===== config.mk =====
export PLATFORM = sky130hd
export DESIGN_NAME = abfr_frame_builder
export DESIGN_NICKNAME = d
export VERILOG_FILES = /design/src/core/abfr_pkg.sv /design/src/core/abfr_stream_if.sv /design/src/core/abfr_fifo.sv /design/src/core/abfr_frame_builder.sv
export SDC_FILE = /design/constraint.sdc
export NUM_CORES = 1
export LEC_CHECK = 0
export BUFFER_PORTS_ARGS = -buffer_cell sky130_fd_sc_hd__buf_2
export CORE_MARGIN = 2
export CORE_UTILIZATION = 52
export CTS_CLUSTER_DIAMETER = 150
export DETAILED_ROUTE_END_ITERATION = 8
export PLACE_DENSITY = 0.8
export SKIP_LAST_GASP = 1
export SLEW_MARGIN = 15
export SYNTH_ARGS = -nofsm -noshare
export SYNTH_HDL_FRONTEND = slang
export SYNTH_SLANG_ARGS = --single-unit

===== constraint.sdc =====
create_clock -name aclk -period 5.47 [get_ports aclk]
set_input_delay 0.547 -clock aclk [delete_from_list [all_inputs] [get_ports aclk]]
set_output_delay 0.547 -clock aclk [all_outputs]
set_load 0.02 [all_outputs]

===== src/core/abfr_pkg.sv =====
// ----------------------------------------------------------------
// shared constants for the api frame builder
// ----------------------------------------------------------------
package abfr_pkg;
   // register bus
   localparam int ADDR_W = 8;
   localparam logic [7:0] REG_CTRL = 8'h00;
   localparam logic [7:0] REG_DEST_HIGH = 8'h04;
   localparam logic [7:0] REG_DEST_LOW = 8'h08;
   localparam logic [7:0] REG_STATUS = 8'h0c;
   localparam logic [1:0] RESP_OKAY = 2'h0;
   localparam logic [1:0] RESP_SLVERR = 2'h2;
   // control register fields and reset values
   localparam int CTRL_OPT_LSB = 0;
   localparam int CTRL_SHORT_LSB = 16;
   localparam logic [7:0] RST_OPT = 8'h00;
   localparam logic [15:0] RST_SHORT = 16'h0000;
   localparam logic [31:0] RST_DEST = 32'h0000_0000;
   // status register fields
   localparam int STAT_BUSY_BIT = 0;
   localparam int STAT_FRAMES_LSB = 16;
   localparam int STAT_DROPS_LSB = 24;
   // frame layout
   localparam logic [7:0] START_MARKER = 8'h7e;
   localparam logic [7:0] TYPE_ADDR_UPDATE = 8'h8e;
   localparam logic [7:0] TYPE_RX64 = 8'h80;
   localparam logic [7:0] RESERVED_BYTE = 8'h00;
   localparam logic [7:0] CSUM_BASE = 8'hff;
   localparam int HDR_BYTES = 21;
   localparam int POS_LEN_HI = 1;
   localparam int POS_LEN_LO = 2;
   localparam int POS_TYPE = 3;
   localparam int POS_RESERVED = 4;
   localparam int POS_NEW_ADDR = 5;
   localparam int POS_OLD_ADDR = 13;
   localparam int POS_SRC_ADDR = 4;
   localparam int POS_RSSI = 12;
   localparam int POS_OPTIONS = 13;
   localparam logic [4:0] LAST_ADDR_UPDATE = 5'd20;
   localparam logic [4:0] LAST_RX64 = 5'd13;
   localparam logic [4:0] FIRST_SUMMED = 5'd3;
   localparam logic [15:0] LEN_ADDR_UPDATE = 16'h0012;
   localparam logic [15:0] LEN_RX64_FIXED = 16'h000b;
   // legacy receive output selection
   localparam logic [7:0] OPT_LEGACY = 8'h02;
   localparam logic [15:0] SHORT_ADDR_64BIT = 16'hfffe;
   localparam logic [7:0] RX_OPT_MASK = 8'h06;
   // byte stream buffer
   localparam int FIFO_DEPTH = 8;
   localparam int BYTE_W = 8;
endpackage : abfr_pkg


===== src/core/abfr_stream_if.sv =====
`timescale 1ns/1ps
// ----------------------------------------------------------------
// byte stream carrier between framer and buffer
// ----------------------------------------------------------------
interface abfr_stream_if #(parameter int WIDTH = 8);
   logic valid;
   logic ready;
   logic [WIDTH-1:0] data;
   modport src (output valid, output data, input ready);
   modport snk (input valid, input data, output ready);
endinterface : abfr_stream_if


===== src/core/abfr_fifo.sv =====
`timescale 1ns/1ps
// ----------------------------------------------------------------
// synchronous fifo with valid/ready on both sides
// ----------------------------------------------------------------
module abfr_fifo #(
   parameter int WIDTH = 8,
   parameter int DEPTH = 8
) (
   input wire logic aclk,
   input wire logic aresetn,
   abfr_stream_if.snk wr,
   abfr_stream_if.src rd
);
   localparam int PW = $clog2(DEPTH);

   typedef struct packed {
      logic [DEPTH-1:0][WIDTH-1:0] mem;
      logic [PW-1:0] wp;
      logic [PW-1:0] rp;
      logic [PW:0] cnt;
   } abfr_fifo_state_t;

   abfr_fifo_state_t q;
   abfr_fifo_state_t n;
   logic do_wr;
   logic do_rd;

   // refuse depths the pointer wrap cannot serve
   if (DEPTH < 2 || (DEPTH & (DEPTH - 1)) != 0 || WIDTH < 1)
   begin : g_bad_param
      $error("abfr_fifo needs a power-of-two depth of at least 2");
   end

   // honest full and empty flags
   assign wr.ready = (q.cnt != DEPTH[PW:0]);
   assign rd.valid = (q.cnt != '0);
   assign rd.data = q.mem[q.rp];
   assign do_wr = wr.valid && wr.ready;
   assign do_rd = rd.valid && rd.ready;

   // next state of storage and pointers
   always_comb
   begin
      n = q;
      if (do_wr)
      begin
         n.mem[q.wp] = wr.data;
         n.wp = q.wp + 1'b1;
      end
      if (do_rd)
      begin
         n.rp = q.rp + 1'b1;
      end
      n.cnt = q.cnt + {{PW{1'b0}}, do_wr} - {{PW{1'b0}}, do_rd};
   end

   // state register
   always_ff @(posedge aclk)
   begin
      if (!aresetn)
         q <= '0;
      else
         q <= n;
   end
endmodule : abfr_fifo


===== src/core/abfr_frame_builder.sv =====
// The register offsets and the AXI4-Lite register port were left to the implementer.
`timescale 1ns/1ps
// Functional notes
// - every frame opens with one start-marker byte at position 0.
// - bytes 1 and 2 hold the count of bytes between length field and checksum.
// - the last byte is 0xff minus the low byte of the sum of bytes from position 3 on.
// - an address-update frame carries type 0x8e at position 3.
// - position 4 of an address-update frame is always zero.
// - positions 5 to 12 of an address-update frame hold the new destination address.
// - positions 13 to 20 of an address-update frame hold the old destination address.
// - a receive frame goes out only with output option 2 and short address 0xfffe.
// - the receive frame carries type 0x80 at position 3.
// - positions 4 to 11 of the receive frame hold the sender's 64-bit address.
// - position 12 holds signal strength as the magnitude of the negative dbm level.
// - position 13 holds option flags: bit 1 broadcast, bit 2 cross-pan broadcast.
// - the radio payload runs from position 14 up to the checksum byte.
// - a matching aggregator request rewrites the destination and then emits the update.
module abfr_frame_builder #(
   parameter int DEPTH = abfr_pkg::FIFO_DEPTH
) (
   input wire logic aclk,
   input wire logic aresetn,
   // axi4-lite register slave
   input wire logic [abfr_pkg::ADDR_W-1:0] s_axi_awaddr,
   input wire logic s_axi_awvalid,
   output logic s_axi_awready,
   input wire logic [31:0] s_axi_wdata,
   input wire logic [3:0] s_axi_wstrb,
   input wire logic s_axi_wvalid,
   output logic s_axi_wready,
   output logic [1:0] s_axi_bresp,
   output logic s_axi_bvalid,
   input wire logic s_axi_bready,
   input wire logic [abfr_pkg::ADDR_W-1:0] s_axi_araddr,
   input wire logic s_axi_arvalid,
   output logic s_axi_arready,
   output logic [31:0] s_axi_rdata,
   output logic [1:0] s_axi_rresp,
   output logic s_axi_rvalid,
   input wire logic s_axi_rready,
   // aggregator address-update request
   input wire logic aggregator_request,
   output logic agg_ready,
   input wire logic [63:0] agg_match_addr,
   input wire logic [63:0] agg_new_addr,
   // received packet descriptor
   input wire logic rx_valid,
   output logic rx_ready,
   input wire logic [63:0] rx_src_addr,
   input wire logic [7:0] rx_rssi,
   input wire logic [7:0] rx_options,
   input wire logic [15:0] rx_len,
   // received payload bytes
   input wire logic pl_valid,
   output logic pl_ready,
   input wire logic [7:0] pl_data,
   // serial api byte stream to the host
   output logic api_valid,
   input wire logic api_ready,
   output logic [7:0] api_data
);
   import abfr_pkg::*;

   // ----------------------------------------------------------------
   // types and state
   // ----------------------------------------------------------------
   typedef enum logic [2:0] {
      ST_IDLE = 3'b000,
      ST_HDR = 3'b001,
      ST_PAYLOAD = 3'b010,
      ST_CSUM = 3'b011,
      ST_DRAIN = 3'b100
   } abfr_st_t;

   typedef logic [HDR_BYTES-1:0][7:0] abfr_hdr_t;

   typedef struct packed {
      abfr_st_t st;
      logic [7:0] opt;
      logic [15:0] short_addr;
      logic [31:0] dest_addr_high;
      logic [31:0] dest_addr_low;
      logic aw_ok;
      logic [ADDR_W-1:0] awaddr;
      logic w_ok;
      logic [31:0] wdata;
      logic [3:0] wstrb;
      logic bvalid;
      logic [1:0] bresp;
      logic rvalid;
      logic [31:0] rdata;
      logic [1:0] rresp;
      abfr_hdr_t hdr;
      logic [4:0] hdr_last;
      logic [4:0] idx;
      logic [15:0] pl_left;
      logic [7:0] sum;
      logic is_agg;
      logic [7:0] frames;
      logic [7:0] drops;
   } abfr_state_t;

   abfr_state_t q;
   abfr_state_t n;
   abfr_stream_if #(.WIDTH(BYTE_W)) push_if ();
   abfr_stream_if #(.WIDTH(BYTE_W)) out_if ();
   logic rx_enabled;
   logic agg_match;
   logic [31:0] ctrl_merged;

   if (DEPTH < 2)
   begin : g_bad_depth
      $error("abfr_frame_builder needs a buffer depth of at least 2");
   end

   // ----------------------------------------------------------------
   // helpers
   // ----------------------------------------------------------------
   // place a 64-bit address most significant byte first
   function automatic abfr_hdr_t put_addr(abfr_hdr_t h, int pos, logic [63:0] a);
      abfr_hdr_t r;
      r = h;
      for (int i = 0; i < 8; i++)
      begin
         r[pos + i] = a[63 - 8 * i -: 8];
      end
      return r;
   endfunction : put_addr

   // merge write data under byte strobes
   function automatic logic [31:0] merge(logic [31:0] old, logic [31:0] d, logic [3:0] s);
      logic [31:0] r;
      r = old;
      for (int i = 0; i < 4; i++)
      begin
         if (s[i])
            r[8 * i +: 8] = d[8 * i +: 8];
      end
      return r;
   endfunction : merge

   // check byte from a running sum
   function automatic logic [7:0] csum_of(logic [7:0] s);
      return CSUM_BASE - s;
   endfunction : csum_of

   // ----------------------------------------------------------------
   // handshakes and outputs
   // ----------------------------------------------------------------
   // legacy receive output selection and aggregator match
   assign rx_enabled = (q.opt == OPT_LEGACY) && (q.short_addr == SHORT_ADDR_64BIT);
   assign agg_match = ({q.dest_addr_high, q.dest_addr_low} == agg_match_addr);
   // control word under byte strobes, fields at their register positions
   assign ctrl_merged = merge({q.short_addr, 8'h00, q.opt}, q.wdata, q.wstrb);
   assign s_axi_awready = !q.aw_ok && !q.bvalid;
   assign s_axi_wready = !q.w_ok && !q.bvalid;
   assign s_axi_bvalid = q.bvalid;
   assign s_axi_bresp = q.bresp;
   assign s_axi_arready = !q.rvalid;
   assign s_axi_rvalid = q.rvalid;
   assign s_axi_rdata = q.rdata;
   assign s_axi_rresp = q.rresp;
   assign agg_ready = (q.st == ST_IDLE);
   assign rx_ready = (q.st == ST_IDLE) && !aggregator_request;
   assign api_valid = out_if.valid;
   assign api_data = out_if.data;
   assign out_if.ready = api_ready;

   // ----------------------------------------------------------------
   // next-state logic
   // ----------------------------------------------------------------
   always_comb
   begin
      n = q;
      push_if.valid = 1'b0;
      push_if.data = '0;
      pl_ready = 1'b0;
      // write address and data are taken in either order
      if (s_axi_awvalid && s_axi_awready)
      begin
         n.aw_ok = 1'b1;
         n.awaddr = s_axi_awaddr;
      end
      if (s_axi_wvalid && s_axi_wready)
      begin
         n.w_ok = 1'b1;
         n.wdata = s_axi_wdata;
         n.wstrb = s_axi_wstrb;
      end
      if (q.bvalid && s_axi_bready)
         n.bvalid = 1'b0;
      if (q.aw_ok && q.w_ok)
      begin
         n.aw_ok = 1'b0;
         n.w_ok = 1'b0;
         n.bvalid = 1'b1;
         n.bresp = RESP_OKAY;
         case (q.awaddr)
            REG_CTRL:
            begin
               n.opt = ctrl_merged[CTRL_OPT_LSB +: 8];
               n.short_addr = ctrl_merged[CTRL_SHORT_LSB +: 16];
            end
            REG_DEST_HIGH: n.dest_addr_high = merge(q.dest_addr_high, q.wdata, q.wstrb);
            REG_DEST_LOW: n.dest_addr_low = merge(q.dest_addr_low, q.wdata, q.wstrb);
            REG_STATUS: n.bresp = RESP_OKAY;
            default: n.bresp = RESP_SLVERR;
         endcase
      end
      // read answer one cycle after the address is taken
      if (q.rvalid && s_axi_rready)
         n.rvalid = 1'b0;
      if (s_axi_arvalid && s_axi_arready)
      begin
         n.rvalid = 1'b1;
         n.rresp = RESP_OKAY;
         n.rdata = '0;
         case (s_axi_araddr)
            REG_CTRL:
            begin
               n.rdata[CTRL_OPT_LSB +: 8] = q.opt;
               n.rdata[CTRL_SHORT_LSB +: 16] = q.short_addr;
            end
            REG_DEST_HIGH: n.rdata = q.dest_addr_high;
            REG_DEST_LOW: n.rdata = q.dest_addr_low;
            REG_STATUS:
            begin
               n.rdata[STAT_BUSY_BIT] = (q.st != ST_IDLE);
               n.rdata[STAT_FRAMES_LSB +: 8] = q.frames;
               n.rdata[STAT_DROPS_LSB +: 8] = q.drops;
            end
            default: n.rresp = RESP_SLVERR;
         endcase
      end
      // frame sequencer
      unique case (q.st)
         ST_IDLE:
         begin
            n.idx = '0;
            n.sum = '0;
            n.hdr = '0;
            n.hdr[0] = START_MARKER;
            if (aggregator_request)
            begin
               if (agg_match)
               begin
                  // hardware update wins over a software write in the same cycle
                  {n.dest_addr_high, n.dest_addr_low} = agg_new_addr;
                  n.hdr[POS_LEN_HI] = LEN_ADDR_UPDATE[15:8];
                  n.hdr[POS_LEN_LO] = LEN_ADDR_UPDATE[7:0];
                  n.hdr[POS_TYPE] = TYPE_ADDR_UPDATE;
                  n.hdr[POS_RESERVED] = RESERVED_BYTE;
                  n.hdr = put_addr(n.hdr, POS_NEW_ADDR, agg_new_addr);
                  n.hdr = put_addr(n.hdr, POS_OLD_ADDR,
                     {q.dest_addr_high, q.dest_addr_low});
                  n.hdr_last = LAST_ADDR_UPDATE;
                  n.pl_left = '0;
                  n.is_agg = 1'b1;
                  n.st = ST_HDR;
               end
            end
            else if (rx_valid)
            begin
               n.pl_left = rx_len;
               n.is_agg = 1'b0;
               if (rx_enabled)
               begin
                  n.hdr[POS_LEN_HI] = 8'(({8'h00, LEN_RX64_FIXED} + {8'h00, rx_len}) >> 8);
                  n.hdr[POS_LEN_LO] = LEN_RX64_FIXED[7:0] + rx_len[7:0];
                  n.hdr[POS_TYPE] = TYPE_RX64;
                  n.hdr = put_addr(n.hdr, POS_SRC_ADDR, rx_src_addr);
                  n.hdr[POS_RSSI] = rx_rssi;
                  n.hdr[POS_OPTIONS] = rx_options & RX_OPT_MASK;
                  n.hdr_last = LAST_RX64;
                  n.st = ST_HDR;
               end
               else
               begin
                  // payload of a filtered packet is consumed and discarded
                  n.drops = q.drops + 8'h01;
                  n.st = (rx_len != '0) ? ST_DRAIN : ST_IDLE;
               end
            end
         end
         ST_HDR:
         begin
            push_if.valid = 1'b1;
            push_if.data = q.hdr[q.idx];
            if (push_if.ready)
            begin
               if (q.idx >= FIRST_SUMMED)
                  n.sum = q.sum + q.hdr[q.idx];
               if (q.idx == q.hdr_last)
                  n.st = (q.pl_left != '0) ? ST_PAYLOAD : ST_CSUM;
               else
                  n.idx = q.idx + 5'd1;
            end
         end
         ST_PAYLOAD:
         begin
            // payload passes through unchanged up to the check byte
            push_if.valid = pl_valid;
            push_if.data = pl_data;
            pl_ready = push_if.ready;
            if (pl_valid && push_if.ready)
            begin
               n.sum = q.sum + pl_data;
               n.pl_left = q.pl_left - 16'h0001;
               if (q.pl_left == 16'h0001)
                  n.st = ST_CSUM;
            end
         end
         ST_CSUM:
         begin
            push_if.valid = 1'b1;
            push_if.data = csum_of(q.sum);
            if (push_if.ready)
            begin
               n.frames = q.frames + 8'h01;
               n.st = ST_IDLE;
            end
         end
         ST_DRAIN:
         begin
            pl_ready = 1'b1;
            if (pl_valid)
            begin
               n.pl_left = q.pl_left - 16'h0001;
               if (q.pl_left == 16'h0001)
                  n.st = ST_IDLE;
            end
         end
         default: n.st = ST_IDLE;
      endcase
   end

   // state register
   always_ff @(posedge aclk)
   begin
      if (!aresetn)
      begin
         q <= '0;
         q.opt <= RST_OPT;
         q.short_addr <= RST_SHORT;
         q.dest_addr_high <= RST_DEST;
         q.dest_addr_low <= RST_DEST;
         q.st <= ST_IDLE;
      end
      else
         q <= n;
   end

   // ----------------------------------------------------------------
   // output byte buffer
   // ----------------------------------------------------------------
   abfr_fifo #(
      .WIDTH(BYTE_W),
      .DEPTH(DEPTH)
   ) u_fifo (
      .aclk(aclk),
      .aresetn(aresetn),
      .wr(push_if.snk),
      .rd(out_if.src)
   );

   // ----------------------------------------------------------------
   // assertions
   // ----------------------------------------------------------------
   logic push_take;
   assign push_take = push_if.valid && push_if.ready;
endmodule : abfr_frame_builder


==> results.md, run 1 <==
* Status: completed
* Number of synthesized register bits at 450
* Worst slew pin tran at 1.196 ns
* Leakage power of the design at 9.994 nW
* Arr. time, crit path at 5.05 ns
* Layout net count at ~2900
* R2R Path End: q[24]
* Post-detailed-route count of antenna-violating nets at 0
* Placer's final routability congestion estimate at 1.021
* Area inside the core boundary at 40920 sq um
* Setup Viol. Count Final at 0
* Maximum vdd drop at 0.0005047 V
* Fmax at around 220 MHz
* DRC violations left at 0
* Average vias per placed instance at 6.403
* Top-level I/O count at 348
* Max-slew headroom at 0.1968
* Worst hold path depth at 2
* Max FO, Critical Path at 21
* Unrepaired setup endpoints after global routing: no
* Peak per-stage delay on the critical path at about 0.79 ns
* Highest-delay cell along the critical path: sky130_fd_sc_hd__dfxtp_2
* Sum Neg Setup Slack at 0 ns
* Number of flops mapped to enable cells by yosys at 0
* Skew-Pair Late Insertion Delay at 0.60 ns
* Hold Path Class: in2reg
* First-pass GRT wire length at 116900 microns
* Routed wire length at 79440 microns
* Clk sinks at 450
* Clock tree from TritonCTS: built
* Relative area change from synthesis to final layout at 15.14%
* WP data required at about 6.0 ns
* Port Buffer Count at 339
* Die area at 43260 sq um
* Worst min-delay path endpoint: s_axi_rvalid
* Depth of the most critical reg-to-reg path at 13
* GRT Total Usage at 0.3529
* Hold-fix buffers, CTS at 0
* Ratio of cells with drive above 1 in the final layout at 0.2121
* Seq/Total Area, Yosys at 0.4163
* Floorplan die width at 208.0 microns
* Time the worst path needs with I/O delays and setup at about 4.5 ns
* Number of antenna violations at the first check in global routing at 7
* Hold_sp: s_axi_rready
* Average footprint of a synthesized cell at 9.009 sq um
* Count of mapped cells out of synthesis at ~2400
* DR iter-0 viols at 2458
* Cell family with the largest share of critical-path delay: multiplexers
* Final slew viol count at 0
* Final Core Density at 0.6088
* Number of endpoints with negative hold slack in the final report at 0
* Detailed placer's ending HPWL at between 50000 and 60000 microns
* Clock root cell: sky130_fd_sc_hd__clkbuf_16
* Max-cap violations at 0
* Skew final at slightly below 0.03 ns
* Vias after detailed routing at 20278
* Endpoint class of the critical path: flip-flop
* Overall overflow remaining after global route at 0
* Number of buffers created by CTS at between 40 and 50
* Setup bufs post-CTS at 0
* Number of H-tree levels at 2
* Fill cell instance count of the final layout at 3489
* Prevailing post-synth register cell: sky130_fd_sc_hd__dfxtp_1
* R2R Path Start: q[41]
* Largest net degree at the start of global routing at 196
* Type of the worst setup path: reg2reg
* Pwr Density at 440.7 nW/um^2
* Number of global-route vias before repair at about 19000
* Die height at 208.0 microns
* Worst path most repeated cell: sky130_fd_sc_hd__mux4_2
* Row count at 74
* Cells traversed along the worst timing path: buf_4 -> mux4_2 -> mux4_2 -> a211oi_2 -> nand2b_1 -> o21ai_0 -> ha_1 -> a211oi_1 -> nor2_1 -> o41ai_1 -> xor2_1 -> mux2_1 -> a21oi_1
* Clock-pin slew on the worst setup and hold paths at about 0.060 ns
* Number of detailed-route iterations in the first pass at 6
* Total standard cell area after synthesis at 21640 sq um
* Register-to-register path setup slack at 0.93 ns
* Routed wirelength normalized by instance count at 25.08 microns
* Initial Utilization at 0.5288
* Final cycle utilization of the critical path at 0.8297
* Synth async-reset ratio at 0
* Count of synthesis-stage warnings from yosys at 0
* Number of buffers between clock root and the deepest sink at 3
* Critical Path Start Type: flip-flop
* Combined buffer and inverter count along the critical path at 1
* Count of different cell masters after synthesis at 69
* Number of gates given a new drive strength after cts at 0
==> stage by stage <==
step                      setup WS (ns)  power (mW)  std cells  hold slack [ns]  cell area, sq um
after detailed placement          1.017       7.466       3079           0.4426             23230
final                            0.9314       10.98       3167           0.1477             24920
after global routing             0.6340       11.43       3164           0.1383             24910
after global placement            1.026       7.391       3079           0.4348             23230
after floorplan                   1.574       6.443       2403           0.4198             21640
after CTS                        0.9153       10.88       3163           0.1311             24890
==> worst reg2reg max path, delay by kind of cell (launching register included) <==
family	cells	cell delay, ns
adders and majority gates	1	0.34
DFF	1	0.79
AOI/OAI and AO/OA	5	1.17
buffers and inverters	1	0.35
muxes	3	1.32
xor gates and xnor gates	1	0.21
and+or+nand+nor	2	0.26
==> worst max path at each step <==
stage                     start     to  cells after the start
final                     q[41]  q[24]                     13
after global routing      q[41]  q[24]                     13
after CTS                 q[41]  q[24]                     13
after detailed placement  q[41]  q[24]                     13
after global placement    q[41]  q[24]                     13
after floorplan           q[42]  q[24]                     16
==> flip-flops by register name, indices dropped and copies added, names as in the netlist <==
name,cells
s_axi_bresp,1
s_axi_rvalid,1
s_axi_rresp,1
s_axi_bvalid,1
u_fifo.q,74
q,340
s_axi_rdata,32
==> kinds of logic (layout without fill, tap and decap cells) <==
kind of cell	Yosys count	count (layout)	synth area share
xor+xnor	111	111	0.04493
mux	169	169	0.1219
compound gates	618	618	0.1909
fa+ha+maj	23	23	0.01399
flops	450	450	0.4163
buf+inv	251	479	0.05250
simple gates	779	779	0.1592
other cells	1	6	0.0001733
==> cell usage in the layout (no fill, tap or decap), drive strengths merged, types with 5 or more instances in the layout <==
master / instances
a211oi: 75
a21oi: 180
a221oi: 76
a22o: 78
a22oi: 34
a31oi: 9
and2: 7
and3: 15
buf: 361
bufinv: 7
clkbuf: 58
clkinv: 10
clkinvlp: 5
dfxtp: 450
ha: 21
inv: 38
mux2: 16
mux2i: 81
mux4: 72
nand2: 265
nand2b: 16
nand3: 97
nand4: 18
nor2: 259
nor2b: 9
nor3: 39
nor3b: 10
nor4: 24
o21ai: 126
o22ai: 5
o311ai: 6
or3: 7
xnor2: 32
xor2: 79
==> synth_stat cells, types with 18 or more instances <==
| master | instances | area [sq um] |
|---|---|---|
| sky130_fd_sc_hd__a211oi_1 | 72 | 540.5 |
| sky130_fd_sc_hd__nand4_1 | 18 | 112.6 |
| sky130_fd_sc_hd__nor2_1 | 259 | 972.2 |
| sky130_fd_sc_hd__nor4_1 | 23 | 143.9 |
| sky130_fd_sc_hd__xor2_1 | 79 | 691.9 |
| sky130_fd_sc_hd__o21ai_0 | 116 | 580.6 |
| sky130_fd_sc_hd__nand3_1 | 97 | 485.5 |
| sky130_fd_sc_hd__nand2_1 | 265 | 994.7 |
| sky130_fd_sc_hd__inv_1 | 34 | 127.6 |
| sky130_fd_sc_hd__xnor2_1 | 32 | 280.3 |
| sky130_fd_sc_hd__a22o_1 | 78 | 683.2 |
| sky130_fd_sc_hd__clkbuf_1 | 149 | 559.3 |
| sky130_fd_sc_hd__nor3_1 | 38 | 190.2 |
| sky130_fd_sc_hd__dfxtp_1 | 450 | 9009 |
| sky130_fd_sc_hd__buf_4 | 38 | 285.3 |
| sky130_fd_sc_hd__a21oi_1 | 177 | 885.9 |
| sky130_fd_sc_hd__ha_1 | 21 | 262.8 |
| sky130_fd_sc_hd__a221oi_1 | 76 | 665.6 |
| sky130_fd_sc_hd__mux2i_1 | 81 | 810.8 |
| sky130_fd_sc_hd__a22oi_1 | 34 | 255.2 |
| sky130_fd_sc_hd__mux4_2 | 65 | 1464 |
==> where the power goes <==
part | switching (mW) | internal [mW] | leakage (nW)
Clock | 1.39 | 2.05 | 0.814
Combinational | 2.30 | 1.19 | 5.53
Sequential | 0.371 | 3.67 | 3.65
Total | 4.07 | 6.92 | 9.99
==> final cells by class <==
class                   count  area [sq um]  share of cell area
diodes                      4         10.01           0.0004017
clock buffers              58          1318             0.05288
clock inverters            26         344.1             0.01381
well taps                 532         665.6             0.02671
inverters                  34         137.6            0.005524
flip-flops and latches    450          9012              0.3617
repair buffers            361          1887             0.07573
multi-input cells        1702         11540              0.4632
==> per-layer routing <==
layer / wire length (microns) / vias up / global-route usage
met2: 34920 / 1283 / 0.5397
met1: 30380 / 9633 / 0.4605
met3: 8897 / 283 / 0.08151
met5: 37 / - / 0
li1: - / 9073 / -
met4: 5203 / 6 / 0.1991
(Power assumes the default switching activity.)
==> inputs of run 2 (changes only) <==
--- a/config.mk
+++ b/config.mk
@@ -5,6 +5,7 @@
 export SDC_FILE = /design/constraint.sdc
 export NUM_CORES = 1
 export LEC_CHECK = 0
+export ABC_AREA = 1
 export BUFFER_PORTS_ARGS = -buffer_cell sky130_fd_sc_hd__buf_2
 export CORE_MARGIN = 2
 export CORE_UTILIZATION = 52
==> constraint.sdc (replaced) <==
create_clock -name aclk -period 4.24 [get_ports aclk]
set_input_delay 0.424 -clock aclk [delete_from_list [all_inputs] [get_ports aclk]]
set_output_delay 0.424 -clock aclk [all_outputs]
set_load 0.02 [all_outputs]
==> run 2 against run 1 <==
Global-route usage is 1.3 points higher. Core utilization decreased by 0.58 points. Routed wire length up 5.6%. Design area is 4.0% higher. Worst setup slack worse by 0.49 ns. Maximum frequency up 20%. Sequential power increased by 26%. Critical endpoint is now q[23]. Largest power group unchanged.
==> results.md, run 2 <==
* Status: completed
* Critical path destination: q[23]
* Final cycle utilization of the critical path at 0.8956 (+0.06591)
* Register-to-register path setup slack at 0.44 ns (-0.49 ns)
* Pwr Density at 531.2 nW/um^2 (+21%)
* Most instantiated library cell after synthesis: sky130_fd_sc_hd__nand2_1
* Overall overflow remaining after global route at 0 (unchanged)
* Worst setup path startpoint: q[41]
* Sum Neg Setup Slack at 0 ns (unchanged)
* Relative area change from synthesis to final layout at 14.78%
* Die height at 212.4 microns (+2.1%)
* Largest reg by FF count: q
* Total power at 13.77 mW (+25%)
* WP data required at 4.69 ns (-1.29 ns)
* Area inside the core boundary at 42980 sq um (+5.0%)
* Row count at 76 (+2.7%)
* Post-layout instance count excluding filler cells at 4106 (+30%)
* Skew-Pair Late Insertion Delay at 0.62 ns (+0.02 ns)
* Depth of the most critical reg-to-reg path at 23 (+10)
* Worst hold slack at 0.01756 ns (-0.1301 ns)
* Area share of the largest cell type after synthesis at 0.3989 (-0.01737)
* Count of different cell masters after synthesis at 52 (-25%)
* Clock root cell: sky130_fd_sc_hd__clkbuf_16
* Count of synthesis-stage warnings from yosys at 0 (unchanged)
* DRC violations left at 0 (unchanged)
* Post-detailed-route count of antenna-violating nets at 0 (unchanged)
* Number of global-route vias before repair at 21351 (+11%)
* Compound-gate portion of the synthesized area at 0.2359 (+0.04495)
* Most frequent standard cell in the layout excluding fill and tap cells: sky130_fd_sc_hd__nand2_1
* Average vias per placed instance at 5.740 (-10%)
* First-pass GRT wire length at 124800 microns (+6.7%)
* Vias after detailed routing at 23569 (+16%)
* Prevailing post-synth register cell: sky130_fd_sc_hd__dfxtp_1
* GRT Total Usage at 0.3657 (+0.01278)
* Fraction of synthesized cell area in xor and xnor cells at 0.02327 (-0.02166)
* Hold_sp: rx_src_addr[61]
* Number of buffers created by CTS at 47 (unchanged)
* Dominant combinational cell family by area after synthesis: compound AO/OA/AOI/OAI gates
* Instance area at placement at 24320 sq um (+4.7%)
* Critical Path Start Type: flip-flop
* Setup Viol. Count Final at 0 (unchanged)
* Number of buffers between clock root and the deepest sink at 3 (unchanged)
* Design area at 25920 sq um (+4.0%)
* Average footprint of a synthesized cell at 6.931 sq um (-23%)
* Max FO, Critical Path at 12 (-43%)
* Post-Synth Simple-Gate Area at 0.2135 (+0.05430)
* Final worst setup slack at 0.4425 ns (-0.4889 ns)
* Max-slew headroom at 0.2752 (+0.07836)
* Highest-count cells in the layout ignoring fill and taps: sky130_fd_sc_hd__nand2_1, sky130_fd_sc_hd__dfxtp_1, sky130_fd_sc_hd__inv_1
* Clock-pin slew on the worst setup and hold paths at 0.07 ns (about the same)
* Port Buffer Count at 339 (unchanged)
* Fill cell instance count of the final layout at 4138 (+19%)
* Placer's final routability congestion estimate at 1.033 (+1.1%)
* Number of placed instances with taps included at 4018 (+30%)
* Endpoint class of the critical path: flip-flop
* Area leader, netlist: sky130_fd_sc_hd__dfxtp_1
* Number of H-tree levels at 2 (unchanged)
* Pre-CTS setup slack at 0.6215 ns (-0.3958 ns)
* Arr. time, crit path at 4.24 ns (-0.81 ns)
* Worst slew pin tran at 1.086 ns (-0.1099 ns)
* Adder and majority cell fraction of the synthesized area at 0.01341 (-0.0005838)
* Unrepaired setup endpoints after global routing: no
* Clock tree from TritonCTS: built
* Max-cap violations at 0 (unchanged)
* Multiplexer fraction of the synthesized cell area at 0 (-0.1219)
* Number of detailed-route iterations in the first pass at 7 (+1)
* Maximum vdd drop at 0.0003440 V (-32%)
* Number of endpoints with negative hold slack in the final report at 0 (unchanged)
* Largest register FFs at 340 (unchanged)
* R2R Path End: q[23]
* R2R Path Start: q[41]
* Number of synthesized register bits at 450 (unchanged)
* Routed wire length at 83880 microns (+5.6%)
* Synth async-reset ratio at 0 (unchanged)
* Leakage power of the design at 10.60 nW (+6.1%)
* Commonest cells in the netlist: sky130_fd_sc_hd__nand2_1, sky130_fd_sc_hd__dfxtp_1, sky130_fd_sc_hd__inv_1, sky130_fd_sc_hd__o21ai_0, sky130_fd_sc_hd__a21oi_1
* Fmax at 263.3 MHz (+20%)
* Skew final at 0.03256 ns (+0.003484 ns)
* DR iter-0 viols at 2976 (+21%)
* Worst hold path depth at 3 (+1)
* Routed wirelength normalized by instance count at 20.43 microns (-19%)
* Largest net degree at the start of global routing at 198 (+1.0%)
* Total standard cell area after synthesis at 22580 sq um (+4.4%)
* Largest cells by area after synthesis: sky130_fd_sc_hd__dfxtp_1, sky130_fd_sc_hd__nand2_1, sky130_fd_sc_hd__o21ai_0, sky130_fd_sc_hd__a21oi_1, sky130_fd_sc_hd__inv_1
* Count of mapped cells out of synthesis at 3258 (+36%)
* Seq/Total Area, Yosys at 0.3989 (-0.01737)
* Hold Path Class: in2reg
* Type of the worst setup path: reg2reg
* Number of flops mapped to enable cells by yosys at 0 (unchanged)
* Detailed placer's ending HPWL at 63400 microns (+8.4%)
* Final Core Density at 0.6031 (-0.005791)
* Number of antenna violations at the first check in global routing at 3 (-4)
* Top-level I/O count at 348 (unchanged)
* Floorplan die width at 212.4 microns (+2.1%)
* Die area at 45110 sq um (+4.3%)
* Layout net count at 3801 (+30%)
* Ratio of cells with drive above 1 in the final layout at 0.1501 (-0.06200)
* Clk sinks at 450 (unchanged)
* Initial Utilization at 0.5254 (-0.003385)
* Time the worst path needs with I/O delays and setup at 3.797 ns (-0.7411 ns)
* Final slew viol count at 0 (unchanged)
## run 2: timing repair
action / 4_1_cts / 5_1_grt
gates resized for setup: 0 / 0
setup buffers: 0 / 0
hold buffers: 1 / 0
hold endpoints to repair: 1 / 0
## run 2: worst min-delay path by stage
| stage | to | slack, ns |
|---|---|---|
| after floorplan | q[159] | 0.42 |
| after global placement | q[186] | 0.44 |
| after detailed placement | q[186] | 0.45 |
| after CTS | q[88] | 0.008 |
| after global routing | q[86] | 0.03 |
| final | q[88] | 0.02 |
## run 2: area by class of cell
cell class | instances | area [sq um] | area share
antenna | 3 | 7.507 | 0.0002896
clock buffer | 69 | 1359 | 0.05242
clock inverter | 15 | 219.0 | 0.008448
inverter | 411 | 1545 | 0.05962
multi-input combinational | 2192 | 11020 | 0.4250
sequential | 450 | 9009 | 0.3476
tap | 585 | 732.0 | 0.02824
timing repair buffer | 381 | 2033 | 0.07844
## run 2: kinds of logic (layout without fill, tap and decap cells)
group | count (synthesis) | after routing
flops | 450 | 450
compound gates | 975 | 975
simple gates | 1132 | 1132
xor+xnor | 60 | 60
buf+inv | 617 | 876
fa+ha+maj | 23 | 23
other cells | 1 | 5
## run 2: per-layer routing
| metal | wire length, microns | GRT usage |
|---|---|---|
| met1 | 33060 | 0.4708 |
| met2 | 36020 | 0.5581 |
| met3 | 8861 | 0.07430 |
| met4 | 5923 | 0.2366 |
| met5 | 21 | 0 |
## run 2: critical path, stage by stage (launching register included)
cell	delay, ns
sky130_fd_sc_hd__dfxtp_1	0.44
sky130_fd_sc_hd__buf_4	0.22
sky130_fd_sc_hd__nand2_2	0.06
sky130_fd_sc_hd__clkinv_1	0.29
sky130_fd_sc_hd__buf_4	0.29
sky130_fd_sc_hd__a22oi_1	0.22
sky130_fd_sc_hd__o221ai_1	0.13
sky130_fd_sc_hd__nand2_1	0.12
sky130_fd_sc_hd__nand2_1	0.09
sky130_fd_sc_hd__nand2_1	0.08
sky130_fd_sc_hd__nand2_1	0.08
sky130_fd_sc_hd__nand2_1	0.08
sky130_fd_sc_hd__o21ai_0	0.14
sky130_fd_sc_hd__fa_1	0.41
sky130_fd_sc_hd__nand2_1	0.07
sky130_fd_sc_hd__inv_1	0.05
sky130_fd_sc_hd__o21a_1	0.16
sky130_fd_sc_hd__nor2_1	0.09
sky130_fd_sc_hd__inv_1	0.07
sky130_fd_sc_hd__a21oi_1	0.14
sky130_fd_sc_hd__o21bai_1	0.09
sky130_fd_sc_hd__o21ai_0	0.15
sky130_fd_sc_hd__a21o_1	0.10
sky130_fd_sc_hd__a21oi_1	0.05
## run 2: report_power, final
group	switching (mW)	total (mW)	internal [mW]
clock	1.82	4.30	2.48
combinational	3.04	4.36	1.31
sequential	0.394	5.11	4.72
